### src/pkg/cbt_pkg.sv
// Package for the CAN bit timing and synchronisation block.
// Assumes a single core clock; register offsets are APB byte addresses.
package cbt_pkg;
    // Register byte offsets
    localparam logic [7:0] CBT_OFF_TIMING = 8'h00; // Segment lengths
    localparam logic [7:0] CBT_OFF_CTRL   = 8'h04; // Enable and hard-sync arm
    localparam logic [7:0] CBT_OFF_STATUS = 8'h08; // Bit timing state
    // Timing register field positions (values stored minus one)
    localparam int CBT_BRP_LSB  = 0;  // Prescaler, 5 bits
    localparam int CBT_PROP_LSB = 8;  // Prop_Seg, 3 bits
    localparam int CBT_PS1_LSB  = 12; // Phase_Seg1, 3 bits
    localparam int CBT_PS2_LSB  = 16; // Phase_Seg2, 3 bits read, writes keep only the low 2
    localparam int CBT_SJW_LSB  = 20; // SJW, 2 bits
    // Control register field positions
    localparam int CBT_EN_BIT   = 0;  // Block enable
    localparam int CBT_HARD_BIT = 1;  // Arm hard sync for next frame start
    // Reset values
    localparam logic [31:0] CBT_TIMING_RST = 32'h0033_3100;
    localparam logic [31:0] CBT_CTRL_RST   = 32'h0000_0002;
    // Fixed length of Sync_Seg in quanta
    localparam logic [4:0]  CBT_SYNC_TQ    = 5'h01;
    // Bit timing phases
    typedef enum logic [1:0] {CBT_SYNC, CBT_TSEG1, CBT_TSEG2} cbt_phase_e;
endpackage

### src/design/cbt_top.sv
// CAN bit timing logic with synchronisation and an APB register slave.
// Assumes I_RX is synchronous to I_CORE_CLK; 0 is dominant.
`timescale 1ns/100ps
module cbt_top
    import cbt_pkg::*;
(
    input  wire logic        I_CORE_CLK,   // Core clock
    input  wire logic        I_RESETN,     // Async reset, active low
    input  wire logic        I_PSEL,       // APB select
    input  wire logic        I_PENABLE,    // APB access phase
    input  wire logic        I_PWRITE,     // APB direction
    input  wire logic [7:0]  I_PADDR,      // APB byte address
    input  wire logic [31:0] I_PWDATA,     // APB write data
    output logic      [31:0] O_PRDATA,     // APB read data
    output logic             O_PREADY,     // APB ready
    output logic             O_PSLVERR,    // APB error
    input  wire logic        I_RX,         // Received bus level
    input  wire logic        I_BUS_IDLE,   // Controller: bus idle, hard sync ok
    output logic             O_SAMPLE,     // Sample point strobe
    output logic             O_SAMPLE_BIT, // Bit taken at sample point
    output logic             O_HARD_SYNC,  // Hard sync done, pulse
    output logic             O_RESYNC      // Resync done, pulse
);

    logic [31:0] timing_q;     // Timing register
    logic [31:0] ctrl_q;       // Control register
    logic [4:0]  brp_cnt_q;    // Prescaler count
    logic        tq_en;        // One quantum enable pulse
    cbt_phase_e  phase_q;      // Current bit segment
    logic [4:0]  cnt_q;        // Quanta done in segment
    logic [4:0]  tseg1_len_q;  // Current TSEG1 length
    logic        prev_smp_q;   // Bus level at previous sample point
    logic        synced_q;     // Synchronised since last sample point
    logic        smp_q;        // Sample strobe register
    logic        bit_q;        // Sampled bit
    logic        hs_q;         // Hard sync pulse
    logic        rs_q;         // Resync pulse
    logic        sync_edge;    // Qualifying edge this quantum
    logic        hard;         // Use hard sync
    logic [4:0]  sjw;          // Functional SJW
    logic [4:0]  ps2;          // Functional Phase_Seg2
    logic [4:0]  tseg1_nom;    // Nominal Prop_Seg plus Phase_Seg1
    logic [4:0]  rem2;         // Quanta left in Phase_Seg2
    logic        acc;          // APB access phase
    logic        hit;          // Mapped address

    // How a bit is built here
    // A bit is Sync_Seg, then TSEG1 (Prop_Seg plus Phase_Seg1), then
    // Phase_Seg2. The sample point sits at the end of TSEG1, so the state
    // machine sees each bit as running from one sample point to the next.
    // Every step of the machine is one time quantum, given by tq_en.
    //
    // Edge detection
    // The bus level of each quantum is held against the level taken at
    // the last sample point. Only a recessive sample followed by a
    // dominant quantum counts as an edge. Rising edges never count.
    // After the first counted edge synced_q blocks any further edge
    // until the next sample point clears it.
    //
    // Phase error
    // An edge inside TSEG1 is late: its error is the number of quanta
    // since the end of Sync_Seg, counting the edge quantum itself.
    // An edge inside Phase_Seg2 is early: its error is the number of
    // quanta left up to the next Sync_Seg, the edge quantum included.
    // An edge inside Sync_Seg has no error and moves nothing.
    //
    // Corrections
    // Late edges lengthen TSEG1 by the error, capped at SJW.
    // Early edges cut Phase_Seg2 by the error, capped at SJW. When the
    // cut reaches the edge quantum the Sync_Seg quantum is skipped, since
    // the edge quantum itself serves as the Sync_Seg.
    // Every correction is undone when the next Sync_Seg begins.
    //
    // Limits a user must know
    // SJW larger than a phase segment is not checked by the logic; the
    // configuring software must keep it within both segments.
    // Timing fields are taken at once, so a change in mid-bit can give
    // one odd bit. Change them while the block is disabled if that
    // matters.

    // Extract a 3-bit field as functional length
    function automatic logic [4:0] fld3(input logic [31:0] r,
                                        input int lsb);
        fld3 = {2'h0, r[lsb +: 3]} + 5'h01;
    endfunction

    // Smaller of two quanta counts
    function automatic logic [4:0] min5(input logic [4:0] a,
                                        input logic [4:0] b);
        min5 = (a < b) ? a : b;
    endfunction

    assign sjw       = {3'h0, timing_q[CBT_SJW_LSB +: 2]} + 5'h01;
    assign ps2       = fld3(timing_q, CBT_PS2_LSB);
    assign tseg1_nom = fld3(timing_q, CBT_PROP_LSB)
                     + fld3(timing_q, CBT_PS1_LSB);
    assign rem2      = ps2 - cnt_q;
    // Falling edge against last sample, once per bit
    assign sync_edge = tq_en && prev_smp_q && !I_RX
                     && !synced_q;
    assign hard      = ctrl_q[CBT_HARD_BIT] && I_BUS_IDLE;

    // APB slave, zero wait states
    // Ready is tied high: every access ends in its first access cycle.
    // Unmapped addresses answer with an error and read as zero, and a
    // write to them changes nothing.
    assign acc       = I_PSEL && I_PENABLE;
    assign hit       = (I_PADDR == CBT_OFF_TIMING) || (I_PADDR == CBT_OFF_CTRL)
                     || (I_PADDR == CBT_OFF_STATUS);
    assign O_PREADY  = 1'b1;
    assign O_PSLVERR = acc && !hit;

    // Register writes
    always_ff @(posedge I_CORE_CLK or negedge I_RESETN) begin
        if (!I_RESETN) begin
            timing_q <= CBT_TIMING_RST;
            ctrl_q   <= CBT_CTRL_RST;
        end else if (acc && I_PWRITE) begin
            if (I_PADDR == CBT_OFF_TIMING) begin
                timing_q <= I_PWDATA & 32'h0033_771f;
            end else if (I_PADDR == CBT_OFF_CTRL) begin
                ctrl_q <= I_PWDATA & 32'h0000_0003;
            end
        end else if (hs_q) begin
            ctrl_q[CBT_HARD_BIT] <= 1'b0; // One hard sync per frame start
        end
    end

    // Read data register
    always_ff @(posedge I_CORE_CLK or negedge I_RESETN) begin
        if (!I_RESETN) begin
            O_PRDATA <= 32'h0;
        end else if (I_PSEL && !I_PENABLE && !I_PWRITE) begin
            case (I_PADDR)
                CBT_OFF_TIMING: O_PRDATA <= timing_q;
                CBT_OFF_CTRL:   O_PRDATA <= ctrl_q;
                CBT_OFF_STATUS: O_PRDATA <= {16'h0, 3'h0, tseg1_len_q,
                                             2'h0, phase_q, 1'b0,
                                             synced_q, prev_smp_q, bit_q};
                default:        O_PRDATA <= 32'h0;
            endcase
        end
    end

    // Prescaler: one pulse every BRP+1 clocks
    // The counter rests at zero while the block is disabled, so the
    // first quantum after enable is a full one.
    // The compare is an equality: lowering BRP while the count is above
    // the new value would wrap once, so change it while disabled.
    always_ff @(posedge I_CORE_CLK or negedge I_RESETN) begin
        if (!I_RESETN) begin
            brp_cnt_q <= 5'h0;
        end else if (!ctrl_q[CBT_EN_BIT] || tq_en) begin
            brp_cnt_q <= 5'h0;
        end else begin
            brp_cnt_q <= brp_cnt_q + 5'h01;
        end
    end
    assign tq_en = ctrl_q[CBT_EN_BIT]
                && (brp_cnt_q == timing_q[CBT_BRP_LSB +: 5]);

    // Bit timing state machine, one step per quantum
    // The sync branches come first: a hard sync edge, or a qualifying edge in TSEG1
    // or Phase_Seg2, wins over the plain segment count of the same quantum.
    // Hard sync restarts the bit whatever the phase of the edge.
    // A late edge keeps counting TSEG1 but with a longer target length.
    // An early edge either jumps straight into TSEG1, or moves the
    // Phase_Seg2 count on by SJW, or ends Phase_Seg2 at the edge quantum.
    // cnt_q holds the quanta already spent in the current segment,
    // not counting the quantum being processed; after an early edge that only shortens Phase_Seg2 it is SJW higher.
    // Pulse outputs are cleared each clock and set for a single cycle.
    always_ff @(posedge I_CORE_CLK or negedge I_RESETN) begin
        if (!I_RESETN) begin
            phase_q     <= CBT_SYNC;
            cnt_q       <= 5'h0;
            tseg1_len_q <= 5'h02;
            prev_smp_q  <= 1'b1;
            synced_q    <= 1'b0;
            smp_q       <= 1'b0;
            bit_q       <= 1'b1;
            hs_q        <= 1'b0;
            rs_q        <= 1'b0;
        end else begin
            smp_q <= 1'b0;
            hs_q  <= 1'b0;
            rs_q  <= 1'b0;
            if (sync_edge && hard) begin
                // Edge quantum becomes Sync_Seg; TSEG1 follows
                phase_q     <= CBT_TSEG1;
                cnt_q       <= 5'h0;
                tseg1_len_q <= tseg1_nom;
                synced_q    <= 1'b1;
                hs_q        <= 1'b1;
            end else if (sync_edge && phase_q == CBT_TSEG1) begin
                // Late edge: lengthen Phase_Seg1 up to SJW
                tseg1_len_q <= tseg1_nom
                             + min5(cnt_q + 5'h01, sjw);
                cnt_q       <= cnt_q + 5'h01;
                synced_q    <= 1'b1;
                rs_q        <= 1'b1;
            end else if (sync_edge && phase_q == CBT_TSEG2) begin
                synced_q <= 1'b1;
                rs_q     <= 1'b1;
                if (rem2 <= sjw) begin
                    // Early edge absorbed: skip Sync_Seg, go to TSEG1
                    phase_q     <= CBT_TSEG1;
                    cnt_q       <= 5'h0;
                    tseg1_len_q <= tseg1_nom;
                end else if (rem2 == sjw + 5'h01) begin
                    // Cut by SJW ends Phase_Seg2 on the edge quantum
                    phase_q     <= CBT_SYNC;
                    cnt_q       <= 5'h0;
                    tseg1_len_q <= tseg1_nom;
                end else begin
                    // Shorten Phase_Seg2 by SJW only
                    cnt_q <= cnt_q + sjw + 5'h01;
                end
            end else if (tq_en) begin
                if (sync_edge) begin
                    synced_q <= 1'b1;
                end
                case (phase_q)
                    CBT_SYNC: begin
                        if (cnt_q + 5'h01 >= CBT_SYNC_TQ) begin
                            phase_q <= CBT_TSEG1;
                            cnt_q   <= 5'h0;
                        end else begin
                            cnt_q <= cnt_q + 5'h01;
                        end
                    end
                    CBT_TSEG1: begin
                        if (cnt_q + 5'h01 >= tseg1_len_q) begin
                            // Sample point: bit period boundary
                            phase_q    <= CBT_TSEG2;
                            cnt_q      <= 5'h0;
                            smp_q      <= 1'b1;
                            bit_q      <= I_RX;
                            prev_smp_q <= I_RX;
                            synced_q   <= 1'b0;
                        end else begin
                            cnt_q <= cnt_q + 5'h01;
                        end
                    end
                    CBT_TSEG2: begin
                        if (cnt_q + 5'h01 >= ps2) begin
                            phase_q     <= CBT_SYNC;
                            cnt_q       <= 5'h0;
                            tseg1_len_q <= tseg1_nom;
                        end else begin
                            cnt_q <= cnt_q + 5'h01;
                        end
                    end
                    default: begin
                        phase_q <= CBT_SYNC;
                        cnt_q   <= 5'h0;
                    end
                endcase
            end
        end
    end

    assign O_SAMPLE     = smp_q;
    assign O_SAMPLE_BIT = bit_q;
    assign O_HARD_SYNC  = hs_q;
    assign O_RESYNC     = rs_q;

endmodule // cbt_top

### config.mk
export PLATFORM = sky130hd
export DESIGN_NAME = cbt_top
export DESIGN_NICKNAME = d
export VERILOG_FILES = /design/src/pkg/cbt_pkg.sv /design/src/design/cbt_top.sv
export SDC_FILE = /design/constraint.sdc
export NUM_CORES = 1
export LEC_CHECK = 0
export ABC_AREA = 0
export BUFFER_PORTS_ARGS = -buffer_cell sky130_fd_sc_hd__buf_2
export CAP_MARGIN = 20
export CORE_UTILIZATION = 45
export DETAILED_ROUTE_END_ITERATION = 8
export PLACE_DENSITY_LB_ADDON = 0.3
export RECOVER_POWER = 100
export SLEW_MARGIN = 25
export SYNTH_ARGS = -nofsm -noshare
export SYNTH_HDL_FRONTEND = slang
export SYNTH_SLANG_ARGS = --single-unit
### constraint.sdc
create_clock -name I_CORE_CLK -period 3.3 [get_ports I_CORE_CLK]
set_input_delay 0.66 -clock I_CORE_CLK [delete_from_list [all_inputs] [get_ports I_CORE_CLK]]
set_output_delay 0.66 -clock I_CORE_CLK [all_outputs]
set_load 0.05 [all_outputs]
# Word-level counts from Yosys, hierarchy flattened

Index checks and enable logic that the tools add are counted.
W data, S select, Z words.

Add/subtract/negate cells: 12
$lt $le $gt $ge: 5
Bitwise operators: 4
Muxes and demuxes: 52
Reductions and logical operators: 35
Eq/ne operators: 14

Operator list:

| cell                  | number |
|---|---|
| $mux W5               | 19 |
| $pmux W22 S3          | 1 |
| $mux W2               | 11 |
| $mux W1               | 19 |
| $add A5 B1 Y5 const B | 3 |
| $pmux W5 S3           | 1 |
| $logic_and A1 B1 Y1   | 13 |
| $add A3 B1 Y4 const B | 3 |
| $ne A4 B2 Y1 const B  | 3 |
| $reduce_and A6 Y1     | 2 |
| $reduce_bool A4 Y1    | 3 |
| $eq A8 B3 Y1 const B  | 1 |
| $eq A8 B4 Y1 const B  | 1 |
| $logic_not A8 Y1      | 1 |
| $add A2 B1 Y3 const B | 2 |
| $logic_not A1 Y1      | 6 |
| $ne A2 B2 Y1 const B  | 3 |
| $pmux W2 S3           | 1 |
| $reduce_and A3 Y1     | 2 |
| $add A4 B4 Y5         | 1 |
| $add A5 B3 Y5         | 1 |
| $add A5 B5 Y5         | 1 |
| $eq A5 B4 Y1          | 1 |
| $eq A5 B5 Y1          | 1 |
| other kinds (17)      | 22 |

Bits in registers: 71
Word-level logic and storage cells: 135
Output and inout bits: 38

# Longest topological paths before layout

Word-level depth: 12
Gate-level depth with buffers: 16
Mapped depth without buffers: 15

# Least setup slack after synthesis

No wires, ideal clock.

Path kind: register -> register
Start: register timing_q[20]
End: register tseg1_len_q[4]
Setup time: 0.139 ns
Slack: -0.272 ns
Buffers on the path: 1
Arrival: 3.432 ns
Period minus slack after synthesis: 3.572 ns
Required time: 3.161 ns
Stages on the path, launching flop included: 17
Path through: dfstp_2 -> inv_1 -> ha_1 -> ha_1 -> nor2b_1 -> o21ai_0 -> or3b_2 -> clkbuf_1 -> nor2_1 -> a21oi_1 -> ha_1 -> fa_1 -> a21o_1 -> a21oi_1 -> nor2_1 -> xnor2_1 -> mux2i_1

Longest elaborated chain between the ends: 6

Ends and longest elaborated chain:

| element                                             | RTL line                       | text |
|---|---|---|
| start, declared                                     | cbt_top.sv:25                  | `logic [31:0] timing_q;` |
| start signal, assigned                              | cbt_top.sv:120                 | `timing_q <= I_PWDATA & 32'h0033_771f;` |
| $add A2 B1 Y3 (*)                                   | cbt_top.sv:93                  | `assign sjw = {3'h0, timing_q[CBT_SJW_LSB +: 2]} + 5'h01;` |
| $lt A5 B3 Y1 / $le A5 B3 Y1 (equally long branches) | cbt_top.sv:90, cbt_top.sv:204  |  |
| $mux W5 (on tied branches)                          | cbt_top.sv:90, cbt_top.sv:204  |  |
| $add A5 B5 Y5 / $mux W5 (equally long branches)     | cbt_top.sv:197, cbt_top.sv:201 |  |
| $mux W5                                             | cbt_top.sv:194                 | `end else if (sync_edge && phase_q == CBT_TSEG1) begin` |
| $mux W5                                             | cbt_top.sv:187                 | `if (sync_edge && hard) begin` |
| end signal, assigned                                | cbt_top.sv:191                 | `tseg1_len_q <= tseg1_nom;` |
| end signal, assigned                                | cbt_top.sv:196                 | `tseg1_len_q <= tseg1_nom` |
| end signal, assigned                                | cbt_top.sv:208                 | `tseg1_len_q <= tseg1_nom;` |
| end, declared                                       | cbt_top.sv:31                  | `logic [4:0] tseg1_len_q;` |

Mark *: on every way between the ends. The rest lies on a longest branch, timed or not.
A chain may end at the register's enable or synchronous reset.

# Final worst setup path

Start: register timing_q[16]
End: register tseg1_len_q[0]

Longest elaborated chain between the ends: 7

Ends and longest elaborated chain:

| element           | RTL line       | text |
|---|---|---|
| $add A2 B1 Y3 (*) | cbt_top.sv:84  | `fld3 = {2'h0, r[lsb +: 3]} + 5'h01;` |
| $sub A3 B5 Y5     | cbt_top.sv:97  | `assign rem2 = ps2 - cnt_q;` |
| $le A5 B3 Y1      | cbt_top.sv:204 | `if (rem2 <= sjw) begin` |
| $mux W5           | cbt_top.sv:204 |  |
| $mux W5           | cbt_top.sv:201 | `end else if (sync_edge && phase_q == CBT_TSEG2) begin` |
| $mux W5           | cbt_top.sv:194 |  |
| $mux W5           | cbt_top.sv:187 |  |

Marked as above.

==> qor.csv <==
metric;value;unit
hold_path_class;input port to asynchronous set/reset pin;
report.final.slew_viol_count;34;
vias_per_cell;5.53;
totalWireLength;9.35;mm
yosysMostFrequentCell;dfrtp_1;
holdBufCountCts;0;
ys_ff_latch;56;
core_area;8380;sq um
placed_cell_area;4560;sq um
row_count;33;
clock.fmax;305;MHz
root_buffer;clkbuf_8;
cts_sinks;56;
max-vdd-ir-drop;231;uV
grt-ovfl-total;0;
htreeDepth;2;
p_per_area;390;nW/um^2
antenna_found_initial;0;
grt_pass1_wl;15.0;mm
synthArstFlopShare;100;%
grt_use_total;21.2;%
relSlewSlack;-22.7;%
tightestPinTransition;1840;ps
cp_max_fo;5;
synth.distinct_cells;70;
pin_count;85;
start_util;47.4;%
period_needed;3280;ps
cp.required;3520;ps
finalHoldViolations;0;
synth_top_area_cell;dfrtp_1;
skew;10.2;ps
maxCapViolations;1;
finalSetupViolations;0;
cts_buffer_depth;2;
antenna_left;0;
p_leak;2.24;nW
wire_per_inst;15.7;um
drt_iter0_markers;243;
yosysSeqAreaShare;35.6;%
grt_pass1_vias;3102;
failed_checks;max-capacitance violations, max-slew violations;
place_ws;-115;ps
cts_tree;done;
cp-start-kind;register;
antenna-diode-count;0;
design.final.nets;573;
clk_pin_slew_worst_paths;120;ps
critPathArrivalTime;3500;ps
total_power;1.85;mW
rsz0062_at_grt;true;
synth_top_flop_cell;dfrtp_1;
synth_warnings;0;
fin_ws;16.6;ps
die_area;9210;sq um
cts_made_buffers;5;
die_w;96.0;um
drive_gt1_share;26.7;%
postSynthCellCount;406;
outcome;finished, violations left;
drt_pass1_iterations;4;
post-route-util;56.7;%
area_growth;19.5;%
dieHeight;96.0;um
ys_top_cells_by_count;dfrtp_1, nand2_1, ha_1;
syn-cell-area;3970;sq um
netlist.area_leader.share;29.0;%
grt_max_degree;34;
clock_latency;320;ps
dp_hpwl;7.08;mm
endpoint_kind;register;
reg2reg_depth;14;
gp_routability_congestion;0.839;
io_buffers;51;
synth_area_per_cell;9.79;sq um
period_share;99.5;%
vias;3288;
drc;0;
synth.area.top_cells;dfrtp_1, ha_1, dfstp_2;
fin_area;4750;sq um
synth_edf_count;0;
critPathKind;register to register;
[placed cells by master, fill, tap and decap left out, types with 12 or more instances in the layout]
cell type,count
ha_1,28
clkbuf_1,28
inv_1,22
buf_2,27
xor2_1,13
dfrtp_1,44
nor2_1,18
mux2_2,12
conb_1,17
o21ai_0,19
nand2_1,35
nand3_1,13
buf_4,36
[power breakdown]
| group | leakage [nW] | switching [mW] | internal, mW |
|---|---|---|---|
| clock | 0.0515 | 0.262 | 0.161 |
| sequential | 0.718 | 0.0485 | 0.717 |
| combinational | 1.47 | 0.379 | 0.287 |
| total | 2.24 | 0.689 | 1.16 |
[flip-flops by register name, summed over array words and instances (netlist names)]
register and cells:
O_PRDATA 17, timing_q 15, brp_cnt_q 5, cnt_q 5, tseg1_len_q 5, ctrl_q 2
phase_q 2, O_HARD_SYNC 1, O_RESYNC 1, O_SAMPLE 1, O_SAMPLE_BIT 1, synced_q 1
[routing by layer]
metal | part of all wire, % | track usage [%]
met5 | 0 | 0
met4 | 1.6 | 4.98
met3 | 4.3 | 2.76
met2 | 49 | 35.5
met1 | 45 | 29.1
[critical path, cell delays in order, from the launching register on]
cell and delay [ps]:
dfstp_2 580, ha_4 140, inv_2 40, fa_2 410
xnor2_2 160, buf_4 140, xnor2_1 120, ha_1 340
o21ai_2 80, a32oi_2 100, nor4_4 270, nor3_4 100
a311oi_4 260, buf_6 180, mux2_4 290
[through the flow]
step / instances / TNS, ps / hold WS, ps
floorplan: 421 / -17.9 / 364
finish: 595 / 0 / 204
global route: 595 / -559 / 211
detailed placement: 582 / -457 / 477
CTS: 591 / -74.9 / 147
global placement: 582 / -264 / 472
[final timing paths]
| kind | slack [ps] | end | from |
|---|---|---|---|
| max in group asynchronous | 940 | cnt_q[0] | I_RESETN |
| worst min-delay path | 200 | cnt_q[2] | I_RESETN |
| worst max register to register | 20 | tseg1_len_q[0] | timing_q[16] |
| min in group I_CORE_CLK | 500 | O_SAMPLE_BIT | O_SAMPLE_BIT |
| worst max-delay path | 20 | tseg1_len_q[0] | timing_q[16] |
| worst min register to register | 500 | O_SAMPLE_BIT | O_SAMPLE_BIT |
[cell families (layout without fill, tap and decap cells)]
kind of cell             Yosys count  after routing  share of synthesized area (%)
multiplexers                      27             27                           7.59
AND/OR/NAND/NOR                  118            118                           15.8
buffers and inverters             56            125                           7.02
XOR/XNOR                          23             23                           5.60
AO/OA/AOI/OAI                     86             86                           15.6
other                              2             17                          0.189
adder cells (fa/ha/maj)           38             38                           12.7
flip-flops                        56             56                           35.6
[timing repair]
item                                    in CTS  in global routing
pin swaps                                    7                 10
endpoints found under the setup margin       5                  6
endpoints found under the hold margin        0                  0
buffers inserted                             2                  4
resized for setup                            9                 13
[cell type report]
class | instances | area, sq um
Fill cell | 754 | 3630
Multi-Input combinational cell | 309 | 2480
Inverter | 25 | 96.3
Sequential cell | 56 | 1420
Clock inverter | 3 | 33.8
Clock buffer | 5 | 68.8
Timing Repair Buffer | 92 | 522
Tap cell | 105 | 131
(Power assumes the default switching activity.)
